## src/asi_pkg.sv

```systemverilog
// Purpose: Constants and types for the audio serial interrupt register block.
// Assumes: APB slave with 32-bit data, word-aligned registers.
// Notes:   Sixteen event sources share one bit layout in the flag, masked, enable and clear registers.
package asi_pkg;
   localparam int          ASI_NUM_SRC    = 16;
   localparam int          ASI_ADDR_W     = 8;
   localparam logic [7:0]  ASI_OFF_RAW    = 8'h0c;
   localparam logic [7:0]  ASI_OFF_MASKED = 8'h10;
   localparam logic [7:0]  ASI_OFF_ENABLE = 8'h14;
   localparam logic [7:0]  ASI_OFF_CLEAR  = 8'h18;
   localparam logic [7:0]  ASI_OFF_RXLEN  = 8'h24;
   localparam logic [7:0]  ASI_OFF_RXCNT  = 8'h38;
   localparam logic [15:0] ASI_ENA_RESET  = 16'h0000;
   localparam logic [15:0] ASI_FLAG_RESET = 16'h0000;
   localparam logic [31:0] ASI_LEN_RESET  = 32'h0000_0080;
   localparam logic [31:0] ASI_CNT_RESET  = 32'h0000_0000;
   localparam logic [31:0] ASI_CNT_ONE    = 32'h0000_0001;
   localparam logic [15:0] ASI_ZERO16     = 16'h0000;
   localparam logic [31:0] ASI_ZERO32     = 32'h0000_0000;
   // Bit of the receive end-of-frame source within every event vector.
   localparam int          ASI_BIT_RX_EOF = 9;

   typedef struct packed {
      logic                  psel;
      logic                  penable;
      logic                  pwrite;
      logic [ASI_ADDR_W-1:0] paddr;
      logic [31:0]           pwdata;
   } asi_apb_req_type;

   typedef struct packed {
      logic        pready;
      logic        pslverr;
      logic [31:0] prdata;
   } asi_apb_rsp_type;
endpackage : asi_pkg

```

## src/asi_irq_regs.sv

```systemverilog
// Purpose: Interrupt enable, clear and masked status for an audio serial
//          port, plus the receive end-of-frame word counter.
// Assumes: Raw event pulses come from logic on clk_sys_i.
// Notes:   Flags, enables and masked status share one bit layout.
`timescale 1ns/10ps
`default_nettype none
module asi_irq_regs
   import asi_pkg::*;
(
   input  wire logic                   clk_sys_i,
   input  wire logic                   nrst_i,
   input  wire asi_apb_req_type        apb_req_i,
   output var  asi_apb_rsp_type        apb_rsp_o,
   input  wire logic [ASI_NUM_SRC-1:0] event_pulse_i,
   input  wire logic                   rx_word_i,
   output logic                        irq_o
);
   logic [ASI_NUM_SRC-1:0] raw_flag;
   logic [ASI_NUM_SRC-1:0] next_raw_flag;
   logic [ASI_NUM_SRC-1:0] irq_enable;
   logic [ASI_NUM_SRC-1:0] next_irq_enable;
   logic [31:0]            rx_frame_length;
   logic [31:0]            next_rx_frame_length;
   logic [31:0]            rx_count;
   logic [31:0]            next_rx_count;
   asi_apb_rsp_type        next_rsp;
   logic                   next_irq;
   logic [ASI_NUM_SRC-1:0] masked;
   logic [ASI_NUM_SRC-1:0] next_masked;
   logic [ASI_NUM_SRC-1:0] set_vec;
   logic [ASI_NUM_SRC-1:0] clr_vec;
   logic                   wr_en;
   logic                   rd_en;
   logic                   rx_eof;

   // The slave answers in the first access cycle, so pready is set by the
   // setup cycle and the master's access phase lasts exactly one edge.
   always_comb begin
      wr_en = apb_req_i.psel & apb_req_i.penable & apb_req_i.pwrite;
      rd_en = apb_req_i.psel & ~apb_req_i.penable & ~apb_req_i.pwrite;
      next_rx_count = rx_count;
      rx_eof = 1'b0;
      if (rx_word_i) begin
         if (rx_count + ASI_CNT_ONE >= rx_frame_length) begin
            rx_eof = 1'b1;
            next_rx_count = ASI_CNT_RESET;
         end else begin
            next_rx_count = rx_count + ASI_CNT_ONE;
         end
      end
      set_vec = event_pulse_i;
      set_vec[ASI_BIT_RX_EOF] = event_pulse_i[ASI_BIT_RX_EOF] | rx_eof;
      clr_vec = ASI_ZERO16;
      if (wr_en && apb_req_i.paddr == ASI_OFF_CLEAR) begin
         clr_vec = apb_req_i.pwdata[ASI_NUM_SRC-1:0];
      end
      // A flag raised in the same cycle as its clear stays set.
      next_raw_flag = (raw_flag & ~clr_vec) | set_vec;
      next_irq_enable = irq_enable;
      next_rx_frame_length = rx_frame_length;
      if (wr_en && apb_req_i.paddr == ASI_OFF_ENABLE) begin
         next_irq_enable = apb_req_i.pwdata[ASI_NUM_SRC-1:0];
      end
      if (wr_en && apb_req_i.paddr == ASI_OFF_RXLEN) begin
         next_rx_frame_length = apb_req_i.pwdata;
      end
      next_masked = next_raw_flag & next_irq_enable;
      next_irq = |next_masked;
      next_rsp = '0;
      next_rsp.pready = apb_req_i.psel & ~apb_req_i.penable;
      if (rd_en) begin
         unique case (apb_req_i.paddr)
            ASI_OFF_RAW:    next_rsp.prdata = {ASI_ZERO16, raw_flag};
            ASI_OFF_MASKED: next_rsp.prdata = {ASI_ZERO16, masked};
            ASI_OFF_ENABLE: next_rsp.prdata = {ASI_ZERO16, irq_enable};
            ASI_OFF_CLEAR:  next_rsp.prdata = ASI_ZERO32;
            ASI_OFF_RXLEN:  next_rsp.prdata = rx_frame_length;
            ASI_OFF_RXCNT:  next_rsp.prdata = rx_count;
            default:        next_rsp.pslverr = 1'b1;
         endcase
      end else if (apb_req_i.psel && !apb_req_i.penable) begin
         unique case (apb_req_i.paddr)
            ASI_OFF_ENABLE, ASI_OFF_CLEAR, ASI_OFF_RXLEN:
               next_rsp.pslverr = 1'b0;
            default:
               next_rsp.pslverr = 1'b1; // Read-only or unmapped target.
         endcase
      end
   end

   always_ff @(posedge clk_sys_i or negedge nrst_i) begin
      if (!nrst_i) begin
         raw_flag        <= ASI_FLAG_RESET;
         irq_enable      <= ASI_ENA_RESET;
         rx_frame_length <= ASI_LEN_RESET;
         rx_count        <= ASI_CNT_RESET;
         masked          <= ASI_FLAG_RESET;
         irq_o           <= 1'b0;
         apb_rsp_o       <= '0;
      end else begin
         raw_flag        <= next_raw_flag;
         irq_enable      <= next_irq_enable;
         rx_frame_length <= next_rx_frame_length;
         rx_count        <= next_rx_count;
         masked          <= next_masked;
         irq_o           <= next_irq;
         apb_rsp_o       <= next_rsp;
      end
   end

   logic wr_clear;
   logic wr_masked;
   assign wr_clear  = wr_en && apb_req_i.paddr == ASI_OFF_CLEAR;
   assign wr_masked = wr_en && apb_req_i.paddr == ASI_OFF_MASKED;
endmodule : asi_irq_regs
`default_nettype wire

```

## config.mk

```make
export PLATFORM = sky130hd
export DESIGN_NAME = asi_irq_regs
export DESIGN_NICKNAME = d
export VERILOG_FILES = /design/src/asi_pkg.sv /design/src/asi_irq_regs.sv
export SDC_FILE = /design/constraint.sdc
export NUM_CORES = 1
export LEC_CHECK = 0
export ABC_AREA = 1
export BUFFER_PORTS_ARGS = -buffer_cell sky130_fd_sc_hd__buf_4
export CELL_PAD_IN_SITES_DETAIL_PLACEMENT = 1
export CELL_PAD_IN_SITES_GLOBAL_PLACEMENT = 2
export CORE_ASPECT_RATIO = 1.1
export CORE_MARGIN = 10
export CORE_UTILIZATION = 37
export CTS_CLUSTER_DIAMETER = 150
export DETAILED_ROUTE_END_ITERATION = 8
export GPL_TIMING_DRIVEN = 0
export HOLD_SLACK_MARGIN = 0.08
export PLACE_DENSITY_LB_ADDON = 0.1
export SLEW_MARGIN = 20
export SYNTH_ARGS = -nofsm -noshare
export SYNTH_HDL_FRONTEND = slang
export SYNTH_SLANG_ARGS = --single-unit
```

## constraint.sdc

```tcl
create_clock -name clk_sys_i -period 4.9 [get_ports clk_sys_i]
set_input_delay 0.735 -clock clk_sys_i [delete_from_list [all_inputs] [get_ports clk_sys_i]]
set_output_delay 0.735 -clock clk_sys_i [all_outputs]
set_load 0.1 [all_outputs]
```

# --- After elaboration in Yosys (flattened, before gate mapping) ---
# Index checks and enable logic that the tools add are counted.
# Widths: inputs -> output; s select.
totals:
  ff_bits: 147
  in_bits: 62
op_classes:
  add_sub_neg: 1
  n_lt_le_gt_ge: 1
  eq_ne: 6
  mux: 11
  bitwise_logic: 11
  n_reduce_logical: 8
op_table:
  columns: ["operator", "count"]
  rows:
  - ["$pmux 32 s5", 1]
  - ["$mux 32", 2]
  - ["$add 32x1->32 const B", 1]
  - ["$and 16x16->16", 2]
  - ["$ge 32x32->1", 1]
  - ["$mux 16", 2]
  - ["$eq 8x5->1 const B", 3]
  - ["$eq 8x6->1 const B", 2]
  - ["$not 16->16", 1]
  - ["$or 16x16->16", 1]
  - ["$reduce_or 16->1", 1]
  - ["$eq 8x4->1 const B", 1]
  - ["$mux 1", 6]
  - ["$reduce_or 6->1", 1]
  - ["$and 1x1->1", 4]
  - ["$logic_and 1x1->1", 4]
  - ["$reduce_or 3->1", 1]
  - ["$not 1->1", 2]
  - ["$logic_not 1->1", 1]
  - ["$or 1x1->1", 1]

# --- Logic depth before layout (Yosys ltp) ---
depth:
  depth_word: 9
  mapped_depth: 23

# --- Least setup slack after synthesis ---
# OpenSTA, ideal clock, no wires.
synth_timing:
  path_type: "flip-flop to flip-flop"
  from: "register rx_count[0]"
  to: "register rx_count[15]"
  setup_time_ps: 83
  t_arrival_ps: 2634
  path_slack_ps: 2184
  path_stages_with_launch: 19
  period_less_slack_ps: 2716
  cell_sequence: "dfrtp_1 ha_1 nand3_2 nor2_2 nand2_1 nor2_1 nand2_1 xor2_1 ha_1 nand2_1 nor2_1 nor3b_1 nand2_1 nor2_1 nand2_1 nor2_1 buf_2 nand2_1 o21ai_0"
synth_via:
  elab_chain_cells: 3
synth_lines:
  columns: ["element", "line", "rtl"]
  rows:
  - ["start, declared", "asi_irq_regs.sv:24", "logic [31:0] rx_count;"]
  - ["start signal, assigned", "asi_irq_regs.sv:104", "rx_count <= next_rx_count;"]
  - ["$add 32x1->32 *", "asi_irq_regs.sv:44, asi_irq_regs.sv:48", null]
  - ["$ge 32x32->1", "asi_irq_regs.sv:44", "if (rx_count + ASI_CNT_ONE >= rx_frame_length) begin"]
  - ["$mux 32 *", "asi_irq_regs.sv:44", null]
# Every way passes the cells marked *; elsewhere a longest branch is shown, timed or not.
# A chain may end at the register's enable or synchronous reset.

# --- Worst setup path after layout ---
layout_timing:
  from: "register rx_count[0]"
  to: "register rx_count[25]"
# The elaborated chain is that of the path after synthesis.

==> summary.txt <==
Status
  – Status: finished, final reports clean

Synthesis
  – Top cell type's share of synthesized area: 46.3%
  – Top post-synthesis cells by area: dfrtp_1 (46%), nand2_1 (13%), inv_1 (6.7%)
  – Asr flop ratio synth: 100%
  – Cells after Synth: 971
  – Ys Warns: 0
  – Dominant synthesized flop cell: dfrtp_1
  – Syn_nets: 1066
  – Post-synth EDFFs: 0
  – Synth area leader: dfrtp_1
  – Post-Syn Area: ~7900 sq um
  – Post-Syn Area per Cell: between 8 and 9 sq um
  – Yosys reg bits: approximately 150
  – Distinct cell type count after synthesis: 41
  – Register area share after synthesis: a little under half

Finish
  – Commonest non-fill, non-tap cell in the layout: nand2_1
  – Area grow syn2layout: 21.2%
  – Share of layout cells above drive strength 1: around a fifth
  – Most frequent cells in the layout: nand2_1 (270), dfrtp_1 (146), inv_1 (140)
  – Area of the multi-input gates: ~3500 sq um
  – Fillers: between 2000 and 3000
  – Diode count: 0
  – FF+latch area: between 3000 and 4000 sq um
  – NumNets Final: about 1200

Flow run
  – MaxCap Viol Count: 0

Floorplanning
  – Die H: about 170 um
  – Core area: around 21000 sq um
  – Die span in x: approximately 160 um
  – Number of cell rows: between 50 and 60
  – Die ar.: 27600 sq um
  – Initial Util: between 30% and 40%
  – # IOs: 97

Pwr
  – P_leak: between 4 and 5 nW
  – Total power draw: 3.01 mW
  – VDD IR-drop max: 0.253 mV
  – Cell area power density: between 300 and 400 nW/um^2

Timing
  – Max Slew Vio Count: 0
  – Fmax: ~260 MHz
  – Worst slew pin tran: about 1 ns
  – Setup Viol. Count Final: 0
  – Min cycle time layout: about 3.8 ns
  – Tcrit/Tclk final: just under 80%
  – Max_slew headroom: around a third
  – Setup Skew: approximately 0.011 ns
  – RSZ-0062 raised after global routing: no
  – Final setup TNS: 0 ns
  – Final Hold Viols: 0

Critical path
  – RR Startpoint: rx_count[0]
  – Critical path class: reg2reg
  – Data required, critical path: approximately 5.3 ns
  – Worst Setup Start Kind: register
  – CP Launch Point: rx_count[0]
  – CP Max Fanout: 10
  – Critical Path AT: between 4 and 5 ns
  – Critical Path Sink Type: register

Clock network
  – Clock Latency Late Sink: between 0.4 and 0.5 ns
  – # resized after CTS: 0
  – Htree depth: 4
  – CTS Hold Buffers Added: 0
  – Root Driver: clkbuf_16
  – Clk buf depth: 2
  – # clock sinks: ~150
  – Post CTS Setup Buffer Count: 0
  – Inserted Clock Buffers: 17
  – CTS tree: done
  – Clock slew at reported path FFs: 0.06 ns

Routing
  – Starting DRT DRC Count: about 260
  – Antenna Violating Nets Remaining: 0
  – DRT Pass-1 Iters: 4
  – Vias per std cell: between 4 and 5
  – Final wirelength: ~26000 um
  – Avg WL per Cell: around 19 um
  – Number of remaining DRC errors: 0
  – Vias: roughly 6800

GRT
  – GRT Resource Usage Total: approximately a fifth
  – First-pass GRT wire length: approximately 42000 um
  – Vias in the first global route: 7403
  – Remaining Overflow, GRT: 0
  – Antenna violations before repair: 0
  – Largest net degree at the start of global routing: 83

Placed design
  – Final HPWL DP: 19800 um
  – Port Buf Inserts: 96
  – GPL Wtd Cong: roughly 0.85

Worst hold path
  – Hold/Removal Path Class: in2async
metal layers:
metal / GRT usage [%] / routed length, um
met5: 0 / 0
met2: 33.4 / 13200
met4: 5.22 / 416
met3: 3.90 / 978
met1: 23.7 / 11500
state kept, by name, summed over array words and instances, names as in the netlist:
register	flops
raw_flag	16
apb_rsp_o	34
masked	16
rx_frame_length	32
irq_o	1
irq_enable	16
rx_count	32
logic make-up (layout without fill, tap and decap cells):
group	count (synthesis)	count (layout)	share of synthesized area, %
flip-flops	147	147	46.6
XOR/XNOR	25	25	3.06
AND/OR/NAND/NOR	431	431	24.8
AO/OA/AOI/OAI	159	159	11.3
buffers and inverters	176	305	8.91
adder cells (fa/ha/maj)	33	33	5.23
worst paths after layout:
| kind | endpoint | slack [ns] | cells past startpoint |
|---|---|---|---|
| max | rx_count[25] | 1.11 | 18 |
| min reg2reg | rx_frame_length[5] | 0.48 | 2 |
| max reg2reg | rx_count[25] | 1.11 | 18 |
| max in group asynchronous | rx_count[7] | 3.80 | 2 |
| min | apb_rsp_o[19] | 0.31 | 1 |
| min in group clk_sys_i | rx_frame_length[5] | 0.48 | 2 |
area by class of cell:
class / instances / share of cell area (%)
Buffer: 29 / 1.58
Clock buffer: 18 / 4.59
Clock inverter: 14 / 1.26
Inverter: 147 / 5.77
Multi-Input combinational cell: 648 / 36.7
Sequential cell: 147 / 38.5
Tap cell: 285 / 3.73
Timing Repair Buffer: 97 / 7.90
report_power, final:
group | total (mW) | internal (mW) | switching (mW)
combinational | 0.400 | 0.147 | 0.253
clock | 1.26 | 0.677 | 0.578
sequential | 1.35 | 1.27 | 0.0798
metrics by stage:
step | hold WS (ns) | setup WS [ns] | area (sq um) | cells | util [%]
final | 0.314 | 1.11 | 9560 | 1385 | 46.0
after global routing | 0.354 | 0.852 | 9560 | 1385 | 46.0
after CTS | 0.326 | 1.06 | 9560 | 1385 | 46.0
after detailed placement | 0.473 | 1.12 | 9000 | 1353 | 43.3
after global placement | 0.466 | 1.11 | 8970 | 1352 | 43.1
after floorplan | 0.439 | 2.18 | 7890 | 971 | -
Yosys cell counts (2+ instances only):
master / number
xor2_2: 3
nor2_4: 8
o21ai_2: 9
o21ai_1: 8
nand3_1: 7
xor2_1: 22
a21oi_1: 69
nor3_1: 15
nand2_4: 3
o21a_1: 2
inv_2: 7
buf_6: 3
nand2_1: 270
nand2_2: 25
a221oi_1: 2
nor2_2: 4
a31oi_1: 12
dfrtp_1: 146
o22ai_1: 4
ha_1: 33
nor2_1: 63
o21ai_0: 45
nand3_4: 2
nor2_8: 2
nor3_2: 3
a32o_1: 4
nand4_1: 24
inv_1: 140
clkbuf_1: 12
buf_2: 13
critical path, stage by stage, from the launching register on:
cell	delay, ns
dfrtp_1	0.46
ha_1	0.32
nand3_2	0.18
nor2_2	0.21
nand2_1	0.14
nor2_1	0.24
nand2_1	0.12
xor2_1	0.21
ha_1	0.27
nand2_1	0.09
nor2_1	0.05
nor3b_1	0.27
nand2_1	0.15
nor2_1	0.13
nand2_1	0.08
nor2_1	0.27
buf_2	0.35
nand2_1	0.08
o21ai_1	0.08
Power figures use the tool's default switching activity.
